<file path="config.mk">
export PLATFORM = sky130hd
export DESIGN_NAME = rcoc_top
export DESIGN_NICKNAME = d
export VERILOG_FILES = /design/src/rcoc_fifo.v /design/src/rcoc_top.v
export VERILOG_INCLUDE_DIRS = /design/src
export SDC_FILE = /design/constraint.sdc
export NUM_CORES = 1
export LEC_CHECK = 0
export BUFFER_PORTS_ARGS = -buffer_cell sky130_fd_sc_hd__buf_2
export CAP_MARGIN = 20
export CORE_MARGIN = 2
export CORE_UTILIZATION = 53
export CTS_CLUSTER_DIAMETER = 50
export CTS_CLUSTER_SIZE = 24
export DETAILED_ROUTE_END_ITERATION = 10
export GPL_TIMING_DRIVEN = 0
export PLACE_DENSITY = 0.77
export SYNTH_ARGS = -nofsm -noshare
export SYNTH_HDL_FRONTEND = slang
export SYNTH_HIERARCHICAL = 1
export SYNTH_SLANG_ARGS = --single-unit
</file>
<file path="constraint.sdc">
create_clock -name clk_i -period 2.7 [get_ports clk_i]
set_clock_uncertainty 0.15 [all_clocks]
set_input_delay 0.135 -clock clk_i [delete_from_list [all_inputs] [get_ports clk_i]]
set_output_delay 0.135 -clock clk_i [all_outputs]
set_load 0.01 [all_outputs]
</file>
<file path="src/rcoc_defines.vh">
// Register offsets, field positions, reset values and codes of the channel override block.
`ifndef RCOC_DEFINES_VH
`define RCOC_DEFINES_VH

`define RCOC_ADDR_BOOST_CUR      8'h03
`define RCOC_ADDR_CAP_CODE_ONE   8'h08
`define RCOC_ADDR_OVR_EN         8'h09
`define RCOC_ADDR_CAP_CODE_TWO   8'h0b
`define RCOC_ADDR_STAGE_LIMIT    8'h13
`define RCOC_ADDR_SD_FORCE       8'h14
`define RCOC_ADDR_OUT_SEL        8'h1e
`define RCOC_ADDR_RATE_SUB       8'h2f
`define RCOC_ADDR_ADAPT_MODE     8'h31
`define RCOC_ADDR_SEARCH_MODE    8'h36
`define RCOC_ADDR_BOOST_LOW      8'h3a
`define RCOC_ADDR_RAW_RESEARCH   8'h3f
`define RCOC_ADDR_BOOST_SEC      8'h40

`define RCOC_RST_OUT_SEL         8'he0
`define RCOC_RST_ZERO            8'h00

`define RCOC_BIT_STAGE_LIMIT     2
`define RCOC_BIT_QCLK_EN_A       4
`define RCOC_BIT_QCLK_EN_B       0
`define RCOC_BIT_MUX_OVR         5
`define RCOC_BIT_CAP_OVR         7
`define RCOC_BIT_RAW_NO_RESEARCH 7
`define RCOC_BIT_SD_FORCE_HI     7
`define RCOC_BIT_SD_FORCE_LO     6
`define RCOC_SEL_HI              7
`define RCOC_SEL_LO              5
`define RCOC_ADAPT_HI            6
`define RCOC_ADAPT_LO            5
`define RCOC_SRCH_HI             5
`define RCOC_SRCH_LO             4
`define RCOC_RATE_HI             7
`define RCOC_RATE_LO             4
`define RCOC_CAP_HI              4
`define RCOC_CAP_LO              0

`define RCOC_SRCH_CAP_FIRST      2'b11

`define RCOC_OSEL_RAW            3'h0
`define RCOC_OSEL_RETIMED        3'h1
`define RCOC_OSEL_ICLK           3'h2
`define RCOC_OSEL_QCLK           3'h3
`define RCOC_OSEL_PRBS           3'h4
`define RCOC_OSEL_OSC10          3'h5
`define RCOC_OSEL_INVALID        3'h6
`define RCOC_OSEL_MUTE           3'h7

`define RCOC_DIV_1               3'h0
`define RCOC_DIV_4               3'h2
`define RCOC_DIV_8               3'h3

`endif

</file>
<file path="src/rcoc_fifo.v">
// Synchronous FIFO with valid and ready on both sides and registered flags.
`timescale 1ns/1ps
`default_nettype none
module rcoc_fifo #(
  parameter WIDTH = 8,
  parameter DEPTH = 8,
  parameter AW    = 3
) (
  // Clock and reset
  input  wire             clk_i,
  input  wire             rst_n_i,
  // Fill side
  input  wire             in_valid_i,
  output wire             in_ready_o,
  input  wire [WIDTH-1:0] in_data_i,
  // Drain side
  output wire             out_valid_o,
  input  wire             out_ready_i,
  output wire [WIDTH-1:0] out_data_o
);
  reg [WIDTH-1:0] mem [0:DEPTH-1];
  reg [AW-1:0]    wr_ptr_reg;
  reg [AW-1:0]    rd_ptr_reg;
  reg [AW:0]      count_reg;
  reg             not_full_reg;
  reg             not_empty_reg;
  wire            push;
  wire            pop;
  wire [AW:0]     count_next;

  assign push        = in_valid_i & not_full_reg;
  assign pop         = out_ready_i & not_empty_reg;
  assign in_ready_o  = not_full_reg;
  assign out_valid_o = not_empty_reg;
  assign out_data_o  = mem[rd_ptr_reg];
  assign count_next  = count_reg + {{AW{1'b0}}, push} - {{AW{1'b0}}, pop};

  always @(posedge clk_i) begin
    if (push) begin
      mem[wr_ptr_reg] <= in_data_i;
    end
  end

  always @(posedge clk_i or negedge rst_n_i) begin
    if (!rst_n_i) begin
      wr_ptr_reg    <= {AW{1'b0}};
      rd_ptr_reg    <= {AW{1'b0}};
      count_reg     <= {(AW+1){1'b0}};
      not_full_reg  <= 1'b1;
      not_empty_reg <= 1'b0;
    end else begin
      if (push) begin
        wr_ptr_reg <= (wr_ptr_reg == DEPTH - 1) ? {AW{1'b0}} : wr_ptr_reg + 1'b1;
      end
      if (pop) begin
        rd_ptr_reg <= (rd_ptr_reg == DEPTH - 1) ? {AW{1'b0}} : rd_ptr_reg + 1'b1;
      end
      count_reg     <= count_next;
      not_full_reg  <= (count_next != DEPTH);
      not_empty_reg <= (count_next != {(AW+1){1'b0}});
    end
  end
endmodule
`default_nettype wire

</file>
<file path="src/rcoc_top.v">
// Per-channel boost, coarse tuning and output multiplexer override logic of a retimer.
//
// How it works
// - Current boost register; controller write replaces it.
// - Separate bit puts last stage in limiting.
// - Lock loss restarts lock and adaptation sequence.
// - Adapt mode zero keeps boost values untouched.
// - Relock search starts at divide 8 when subrate bits are set, else at divide 1.
// - Divide 4 and 8 use low-rate boost.
// - Controller presets boosts; relock keeps them unchanged.
// - Search mode 11 runs coarse tuning search first when tuning codes are not overridden.
// - Rate and subrate fields set search range.
// - Two manual tuning codes, used only when enabled.
// - Override alternates code one div 8, code two div 1.
// - Default output muted unless signal present and locked.
// - Three-bit select field encodes the output source.
// - Quadrature clock needs two extra enable bits.
// - Without override, select applies only present-but-unlocked.
// - With override, output follows select field while signal present or raw held.
// - Raw mode bit keeps output from powering down when override selects raw.
// - No signal powers channel down and mutes output.
// - Force bits 10 force signal detect; 00 automatic.
// - Clocks and pattern follow input when locked.
// - Internal 10 MHz clock selectable under override.
`timescale 1ns/1ps
`default_nettype none
`include "rcoc_defines.vh"
module rcoc_top #(
  parameter WIDTH      = 8,
  parameter FIFO_DEPTH = 8,
  parameter FIFO_AW    = 3
) (
  // Clock and reset
  input  wire             clk_i,
  input  wire             rst_n_i,
  // Management register port
  input  wire [7:0]       reg_addr_i,
  input  wire [7:0]       reg_wdata_i,
  input  wire             reg_wr_i,
  input  wire             reg_rd_i,
  output wire [7:0]       reg_rdata_o,
  // Analog front end status
  input  wire             sig_detect_i,
  input  wire             cdr_lock_i,
  input  wire             lock_try_fail_i,
  input  wire             cap_search_done_i,
  input  wire             adapt_done_i,
  input  wire [7:0]       adapt_boost_i,
  // Analog front end control
  output wire             channel_en_o,
  output wire [7:0]       boost_applied_o,
  output wire             stage_limit_o,
  output wire [2:0]       vco_div_o,
  output wire [4:0]       cap_code_o,
  output wire             cap_search_o,
  output wire [3:0]       search_range_o,
  output wire             vco_free_run_o,
  // Recovered data stream in
  input  wire             rt_valid_i,
  output wire             rt_ready_o,
  input  wire [WIDTH-1:0] rt_data_i,
  // Other sources of the output multiplexer
  input  wire [WIDTH-1:0] raw_data_i,
  input  wire [WIDTH-1:0] prbs_data_i,
  input  wire [WIDTH-1:0] iclk_pat_i,
  input  wire [WIDTH-1:0] qclk_pat_i,
  input  wire [WIDTH-1:0] osc10_pat_i,
  // Output stream
  output wire             out_valid_o,
  input  wire             out_ready_i,
  output wire [WIDTH-1:0] out_data_o,
  output wire [2:0]       out_src_o
);
  localparam ST_IDLE   = 2'd0;
  localparam ST_CAPSRC = 2'd1;
  localparam ST_TRY    = 2'd2;
  localparam ST_LOCKED = 2'd3;

  reg [7:0]       boost_cur_reg;
  reg [7:0]       cap_one_reg;
  reg [7:0]       ovr_en_reg;
  reg [7:0]       cap_two_reg;
  reg [7:0]       stage_lim_reg;
  reg [7:0]       sd_force_reg;
  reg [7:0]       out_sel_reg;
  reg [7:0]       rate_sub_reg;
  reg [7:0]       adapt_reg;
  reg [7:0]       search_reg;
  reg [7:0]       boost_low_reg;
  reg [7:0]       raw_res_reg;
  reg [7:0]       boost_sec_reg;
  reg [7:0]       rdata_reg;
  reg [1:0]       state_reg;
  reg [2:0]       div_reg;
  reg             alt_reg;
  reg             chan_en_reg;
  reg [7:0]       boost_app_reg;
  reg             limit_reg;
  reg [4:0]       cap_reg;
  reg             cap_srch_reg;
  reg             free_run_reg;
  reg             out_valid_reg;
  reg [WIDTH-1:0] out_data_reg;
  reg [2:0]       out_src_reg;
  reg [7:0]       rdata_next;
  reg [2:0]       src_next;
  reg [WIDTH-1:0] word_next;

  wire             cap_ovr;
  wire             mux_ovr;
  wire             sd_eff;
  wire             raw_hold;
  wire             low_div;
  wire [2:0]       sel_field;
  wire [2:0]       start_div;
  wire             fifo_valid;
  wire             fifo_pop;
  wire [WIDTH-1:0] fifo_data;
  wire             out_take;

  assign cap_ovr   = ovr_en_reg[`RCOC_BIT_CAP_OVR];
  assign mux_ovr   = ovr_en_reg[`RCOC_BIT_MUX_OVR];
  assign sel_field = out_sel_reg[`RCOC_SEL_HI:`RCOC_SEL_LO];
  assign sd_eff    = (sd_force_reg[`RCOC_BIT_SD_FORCE_HI:`RCOC_BIT_SD_FORCE_LO] == 2'b10) |
                     sig_detect_i;
  assign raw_hold  = raw_res_reg[`RCOC_BIT_RAW_NO_RESEARCH] & mux_ovr &
                     (sel_field == `RCOC_OSEL_RAW);
  assign start_div = (rate_sub_reg[5:4] != 2'b00) ? `RCOC_DIV_8 : `RCOC_DIV_1;
  assign low_div   = (div_reg == `RCOC_DIV_4) | (div_reg == `RCOC_DIV_8);

  // Register read data is captured on the clock edge that samples the read strobe.
  always @* begin
    case (reg_addr_i)
      `RCOC_ADDR_BOOST_CUR:    rdata_next = boost_cur_reg;
      `RCOC_ADDR_CAP_CODE_ONE: rdata_next = cap_one_reg;
      `RCOC_ADDR_OVR_EN:       rdata_next = ovr_en_reg;
      `RCOC_ADDR_CAP_CODE_TWO: rdata_next = cap_two_reg;
      `RCOC_ADDR_STAGE_LIMIT:  rdata_next = stage_lim_reg;
      `RCOC_ADDR_SD_FORCE:     rdata_next = sd_force_reg;
      `RCOC_ADDR_OUT_SEL:      rdata_next = out_sel_reg;
      `RCOC_ADDR_RATE_SUB:     rdata_next = rate_sub_reg;
      `RCOC_ADDR_ADAPT_MODE:   rdata_next = adapt_reg;
      `RCOC_ADDR_SEARCH_MODE:  rdata_next = search_reg;
      `RCOC_ADDR_BOOST_LOW:    rdata_next = boost_low_reg;
      `RCOC_ADDR_RAW_RESEARCH: rdata_next = raw_res_reg;
      `RCOC_ADDR_BOOST_SEC:    rdata_next = boost_sec_reg;
      default:                 rdata_next = 8'h00;
    endcase
  end

  always @(posedge clk_i or negedge rst_n_i) begin
    if (!rst_n_i) begin
      cap_one_reg   <= `RCOC_RST_ZERO;
      ovr_en_reg    <= `RCOC_RST_ZERO;
      cap_two_reg   <= `RCOC_RST_ZERO;
      stage_lim_reg <= `RCOC_RST_ZERO;
      sd_force_reg  <= `RCOC_RST_ZERO;
      out_sel_reg   <= `RCOC_RST_OUT_SEL;
      rate_sub_reg  <= `RCOC_RST_ZERO;
      adapt_reg     <= `RCOC_RST_ZERO;
      search_reg    <= `RCOC_RST_ZERO;
      boost_low_reg <= `RCOC_RST_ZERO;
      raw_res_reg   <= `RCOC_RST_ZERO;
      boost_sec_reg <= `RCOC_RST_ZERO;
      rdata_reg     <= `RCOC_RST_ZERO;
    end else begin
      if (reg_rd_i) begin
        rdata_reg <= rdata_next;
      end
      if (reg_wr_i) begin
        case (reg_addr_i)
          `RCOC_ADDR_CAP_CODE_ONE: cap_one_reg   <= reg_wdata_i;
          `RCOC_ADDR_OVR_EN:       ovr_en_reg    <= reg_wdata_i;
          `RCOC_ADDR_CAP_CODE_TWO: cap_two_reg   <= reg_wdata_i;
          `RCOC_ADDR_STAGE_LIMIT:  stage_lim_reg <= reg_wdata_i;
          `RCOC_ADDR_SD_FORCE:     sd_force_reg  <= reg_wdata_i;
          `RCOC_ADDR_OUT_SEL:      out_sel_reg   <= reg_wdata_i;
          `RCOC_ADDR_RATE_SUB:     rate_sub_reg  <= reg_wdata_i;
          `RCOC_ADDR_ADAPT_MODE:   adapt_reg     <= reg_wdata_i;
          `RCOC_ADDR_SEARCH_MODE:  search_reg    <= reg_wdata_i;
          `RCOC_ADDR_BOOST_LOW:    boost_low_reg <= reg_wdata_i;
          `RCOC_ADDR_RAW_RESEARCH: raw_res_reg   <= reg_wdata_i;
          `RCOC_ADDR_BOOST_SEC:    boost_sec_reg <= reg_wdata_i;
          default:                 ;
        endcase
      end
    end
  end

  // Lock search sequencer. The current boost register is written by the controller, the
  // sequencer and adaptation; a controller write wins so it is never lost.
  always @(posedge clk_i or negedge rst_n_i) begin
    if (!rst_n_i) begin
      state_reg     <= ST_IDLE;
      div_reg       <= `RCOC_DIV_1;
      alt_reg       <= 1'b0;
      cap_srch_reg  <= 1'b0;
      boost_cur_reg <= `RCOC_RST_ZERO;
    end else begin
      case (state_reg)
        ST_IDLE: begin
          cap_srch_reg <= 1'b0;
          alt_reg      <= 1'b0;
          if (sd_eff) begin
            div_reg <= start_div;
            if (!cap_ovr &&
                search_reg[`RCOC_SRCH_HI:`RCOC_SRCH_LO] == `RCOC_SRCH_CAP_FIRST) begin
              cap_srch_reg <= 1'b1;
              state_reg    <= ST_CAPSRC;
            end else begin
              state_reg <= ST_TRY;
            end
          end
        end
        ST_CAPSRC: begin
          if (!sd_eff) begin
            state_reg <= ST_IDLE;
          end else if (cap_search_done_i) begin
            cap_srch_reg <= 1'b0;
            state_reg    <= ST_TRY;
          end
        end
        ST_TRY: begin
          if (!sd_eff) begin
            state_reg <= ST_IDLE;
          end else if (cdr_lock_i) begin
            state_reg <= ST_LOCKED;
          end else if (lock_try_fail_i) begin
            if (cap_ovr) begin
              alt_reg <= ~alt_reg;
              div_reg <= alt_reg ? `RCOC_DIV_8 : `RCOC_DIV_1;
            end else begin
              div_reg <= (div_reg == `RCOC_DIV_1) ? start_div : div_reg - 3'd1;
            end
          end
        end
        ST_LOCKED: begin
          if (!sd_eff || !cdr_lock_i) begin
            state_reg <= ST_IDLE;
          end
        end
        default: state_reg <= ST_IDLE;
      endcase
      if (reg_wr_i && reg_addr_i == `RCOC_ADDR_BOOST_CUR) begin
        boost_cur_reg <= reg_wdata_i;
      end else if (state_reg == ST_TRY && low_div) begin
        boost_cur_reg <= boost_low_reg;
      end else if (adapt_done_i &&
                   adapt_reg[`RCOC_ADAPT_HI:`RCOC_ADAPT_LO] != 2'b00) begin
        boost_cur_reg <= adapt_boost_i;
      end
    end
  end

  // Relock uses only controller-written boosts in adapt mode zero.
  always @(posedge clk_i or negedge rst_n_i) begin
    if (!rst_n_i) begin
      chan_en_reg   <= 1'b0;
      boost_app_reg <= `RCOC_RST_ZERO;
      limit_reg     <= 1'b0;
      cap_reg       <= 5'h00;
      free_run_reg  <= 1'b1;
    end else begin
      chan_en_reg   <= sd_eff | raw_hold;
      boost_app_reg <= (state_reg == ST_TRY && low_div) ? boost_low_reg : boost_cur_reg;
      limit_reg     <= stage_lim_reg[`RCOC_BIT_STAGE_LIMIT];
      if (cap_ovr) begin
        cap_reg <= alt_reg ? cap_two_reg[`RCOC_CAP_HI:`RCOC_CAP_LO] :
                             cap_one_reg[`RCOC_CAP_HI:`RCOC_CAP_LO];
      end else begin
        cap_reg <= 5'h00;
      end
      // Locked sources follow input
      // Lock or signal loss frees the VCO on the same edge the sequencer leaves lock.
      free_run_reg  <= !(state_reg == ST_LOCKED && sd_eff && cdr_lock_i);
    end
  end

  // Output source choice.
  always @* begin
    if (mux_ovr) begin
      src_next = sel_field;
    end else if (!sd_eff) begin
      src_next = `RCOC_OSEL_MUTE;
    end else if (state_reg == ST_LOCKED) begin
      src_next = `RCOC_OSEL_RETIMED;
    end else begin
      src_next = sel_field;
    end
    if (src_next == `RCOC_OSEL_OSC10 && !mux_ovr) begin
      src_next = `RCOC_OSEL_MUTE;
    end
    if (src_next == `RCOC_OSEL_QCLK &&
        !(ovr_en_reg[`RCOC_BIT_QCLK_EN_A] && out_sel_reg[`RCOC_BIT_QCLK_EN_B])) begin
      src_next = `RCOC_OSEL_MUTE;
    end
    if (!(sd_eff | raw_hold)) begin
      src_next = `RCOC_OSEL_MUTE;
    end
    case (src_next)
      `RCOC_OSEL_RAW:     word_next = raw_data_i;
      `RCOC_OSEL_RETIMED: word_next = fifo_data;
      `RCOC_OSEL_ICLK:    word_next = iclk_pat_i;
      `RCOC_OSEL_QCLK:    word_next = qclk_pat_i;
      `RCOC_OSEL_PRBS:    word_next = prbs_data_i;
      `RCOC_OSEL_OSC10:   word_next = osc10_pat_i;
      default:            word_next = {WIDTH{1'b0}};
    endcase
  end

  // The recovered stream keeps draining whatever source is shown, so the
  // word rate at the output always tracks the input.
  assign out_take = ~out_valid_reg | out_ready_i;
  assign fifo_pop = out_take;

  rcoc_fifo #(
    .WIDTH (WIDTH),
    .DEPTH (FIFO_DEPTH),
    .AW    (FIFO_AW)
  ) u_fifo (
    .clk_i       (clk_i),
    .rst_n_i     (rst_n_i),
    .in_valid_i  (rt_valid_i),
    .in_ready_o  (rt_ready_o),
    .in_data_i   (rt_data_i),
    .out_valid_o (fifo_valid),
    .out_ready_i (fifo_pop),
    .out_data_o  (fifo_data)
  );

  always @(posedge clk_i or negedge rst_n_i) begin
    if (!rst_n_i) begin
      out_valid_reg <= 1'b0;
      out_data_reg  <= {WIDTH{1'b0}};
      out_src_reg   <= `RCOC_OSEL_MUTE;
    end else if (out_take) begin
      out_valid_reg <= fifo_valid;
      out_data_reg  <= word_next;
      out_src_reg   <= src_next;
    end
  end

  assign reg_rdata_o     = rdata_reg;
  assign channel_en_o    = chan_en_reg;
  assign boost_applied_o = boost_app_reg;
  assign stage_limit_o   = limit_reg;
  assign vco_div_o       = div_reg;
  assign cap_code_o      = cap_reg;
  assign cap_search_o    = cap_srch_reg;
  assign search_range_o  = rate_sub_reg[`RCOC_RATE_HI:`RCOC_RATE_LO];
  assign vco_free_run_o  = free_run_reg;
  assign out_valid_o     = out_valid_reg;
  assign out_data_o      = out_data_reg;
  assign out_src_o       = out_src_reg;
endmodule
`default_nettype wire

</file>
==> out/qor.txt <==
Status: finished clean
Max FO, Critical Path: 4
Clk root buf: clkbuf_16
Initial antenna violation count: 0
Worst slack, placed: -351.5 ps
Hold Crit Depth: 4
Antenna cells: 0
CP Capture Type: flop
Worst path most repeated cell: inv_2
Routed vias/inst: 6.222
Core area: 0.01959 mm2
DP Area: 0.01168 mm2
DR pass1 iterations: 7
Hold Crit Start: lock_try_fail_i
Final-stage net count: 1175
Dpl hpwl: 19470 um
Die Ht: 145.9 um
Slew HR: 31.61%
Slew Viols, Final: 0
PD cells: 747.4 mW/mm2
Crit-path max cell delay: 530 ps
# rows: 51
R2R Path Start: out_valid_o
Met3 usage: 4.828%
Vias post-DR: 8462
Width of the die: 145.9 um
Distinct cells, synth: 75
Fin Setup TNS: 0 ps
Final Hold Viols: 0
Most Used Layer, Global Route: met2
Yosys warns: 6
Lkg Pwr: 0.005869 uW
Total track usage: 28.33%
R2r endpoint: u_fifo/out_valid_o
CTS H-tree lvls: 1
Kind of critical path: reg -> reg
Share of Yosys cell area claimed by the top area cell type: 35.41%
Slowest stage cell, crit path: fa_2
WP data arrival: 2830 ps
Req. time, crit path: 2970 ps
Largest register by flop count: u_fifo/mem
Layout area overhead: 24.99%
Min cycle time layout: 2556 ps
Detailed router's first-iteration violation count: 894
Reg2Reg Depth: 12
Grt met2 use: 46.96%
Synth top cells by count: 151 x dfrtp_1, 103 x mux2_2, 64 x edfxtp_1
Tcrit/Tclk final: 94.66%
CTS tree: built
Die area: 0.02129 mm2
Max Cap Violations: 0
Wirelength per Cell: 22.40 um
Fmax: 391.2 MHz
Worst-skew pair later-pin latency: 520 ps
Worst-path cell chain: nor2b_4 > inv_2 > nand2_8 > inv_1 > ha_1 > inv_1 > ha_2 > inv_2 > fa_2 > inv_2 > nor3_4 > a21bo_2
Initial core utilization: 54.47%
Met1 usage: 35.64%
Synthesized area: 0.01067 mm2
Share of layout cells above drive strength 1: 32.88%
Setup crit start kind: flop
Sequential area share after synthesis: 55.39%
Worst hold-check path type: in -> reg
Design area: 0.01334 mm2
Largest net degree at the start of global routing: 98
GPL Wtd Cong: 0.9316
IO Port Bufs: 126
Clk sinks: 223
Setup WS post-layout: 144.1 ps
Longest Clk Path Bufs: 3
Fill cell count: 1362
Worst Hold End: vco_div_o[0]
Worst Max-Slew Pin Slew: 1017 ps
First-pass GRT wire length: 47410 um
Total gr overflow: 0
Synthesized area per cell: 12.54 um2
Worst vdd ir: 0.0005962 V
DRC Markers: 0
R2R Setup Slk: 140 ps
Most numerous cell in the Yosys netlist: dfrtp_1
Largest cells by area after synthesis: dfrtp_1 35%, edfxtp_1 18%, mux2_2 11%, o21ai_0 2.6%, a21oi_1 2.0%
Syn Inst Count: 851
Number of flip-flops under the largest register name: 64
WP buf/inv: 5
Final setup vio count: 0
Top_reg_cell synth: dfrtp_1
Number of flops mapped to enable cells by yosys: 64
Yosys top cell by area: dfrtp_1
Final ANT Viol Nets: 0
Clock-pin transition on the worst setup and hold timing paths: 80 ps
Ys async rst share: 71.30%
Ports: 128
CP delay by family, top: adder cells
Seq cells post-synth: 223
CTS Buf Count: 22
Final wirelength: 30460 um
Vias in the first global route: 8677
Mapped Nets: 947
==> repair_timing <==
action / CTS / global route
endpoints found under the hold margin: 268 / 3
gates resized for setup: 6 / 14
hold buffers: 71 / 1
setup endpoints to repair: 3 / 10
setup buffers: 2 / 4
pin swaps: 0 / 2
==> power by group <==
part	switching, uW	internal [uW]	leakage (uW)
clock	1590	1800	0.000402
sequential	330	3940	0.00267
combinational	1170	1140	0.00280
==> stage by stage <==
step	hold slack, ps	utilization, %	total power, uW	cells
finish	39.01	68.08	9968	1360
CTS	11.32	67.64	9852	1357
detailed placement	-51.27	59.64	6375	1244
floorplan	-310.6	-	5682	851
global placement	237.4	59.39	6274	1242
global route	65.17	68.08	10390	1360
==> worst min-delay path, delay by kind of cell <==
family / cells / cell delay (ps)
AOI/OAI and AO/OA: 2 / 340
and+or+nand+nor: 1 / 100
buffers and inverters: 1 / 100
==> how the worst max path moves through the flow <==
stage | startpoint | endpoint | slack (ps) | cells after the start
6_report | out_valid_o | u_fifo/out_valid_o | 140 | 12
5_1_grt | sd_force_reg[6] | out_data_o[1] | -40 | 7
4_1_cts | out_valid_o | u_fifo/out_valid_o | 40 | 13
3_5_place_dp | out_valid_o | u_fifo/out_valid_o | -350 | 13
3_3_place_gp | rst_n_i | out_valid_o | -1060 | 1
2_1_floorplan | out_valid_o | u_fifo/out_valid_o | 30 | 13
==> layer usage <==
metal  up-vias  part of all wire [%]  routed length, um
met3       152                   7.0               2135
li1       3654                     -                  -
met5         -                     0                  0
met4         0                   5.8               1777
met2       473                    49              14970
met1      4183                    38              11580
==> logic make-up after synthesis <==
| family | count (synthesis) | share of synthesized area, % |
|---|---|---|
| xor gates and xnor gates | 3 | 0.2463 |
| AOI/OAI and AO/OA | 196 | 12.28 |
| adders and majority gates | 13 | 1.595 |
| and+or+nand+nor | 204 | 10.44 |
| muxes | 141 | 16.97 |
| DFF | 223 | 55.39 |
| buffers and inverters | 71 | 3.095 |
==> cells in the final DEF, fill, tap and decap left out, types with 8 or more instances in the layout <==
cell           synthesis  routed
nand3_1               22      22
clkbuf_1              29      24
clkbuf_16              0      23
nand2_1               57      55
o21ai_0               56      55
inv_1                 21      18
mux2_4                 8       8
buf_2                 10     137
mux2_2               103     103
dlygate4sd3_1          0      72
a22oi_1               20      20
nor2b_1               13      12
buf_4                  5      11
dfrtp_1              151     151
edfxtp_1              64      64
dfstp_2                8       8
ha_1                  12      11
a21oi_1               43      43
mux4_1                 8       8
nor2_1                38      37
o22ai_1               10      10
and3_1                 9       9
mux2i_1               14      14
a221o_1                9       9
nor3_1                12      11
nor3b_1                9       9
mux4_2                 8       8
==> layout make-up <==
type | instances | area (um2) | share of cell area (%)
Inverter | 21 | 78.83 | 0.5910
Timing Repair Buffer | 209 | 1459 | 10.94
Multi-Input combinational cell | 557 | 4503 | 33.76
Tap cell | 265 | 331.6 | 2.486
Buffer | 45 | 232.7 | 1.745
Clock inverter | 17 | 246.5 | 1.848
Clock buffer | 23 | 575.6 | 4.315
Sequential cell | 223 | 5911 | 44.32
(Power assumes the default switching activity.)
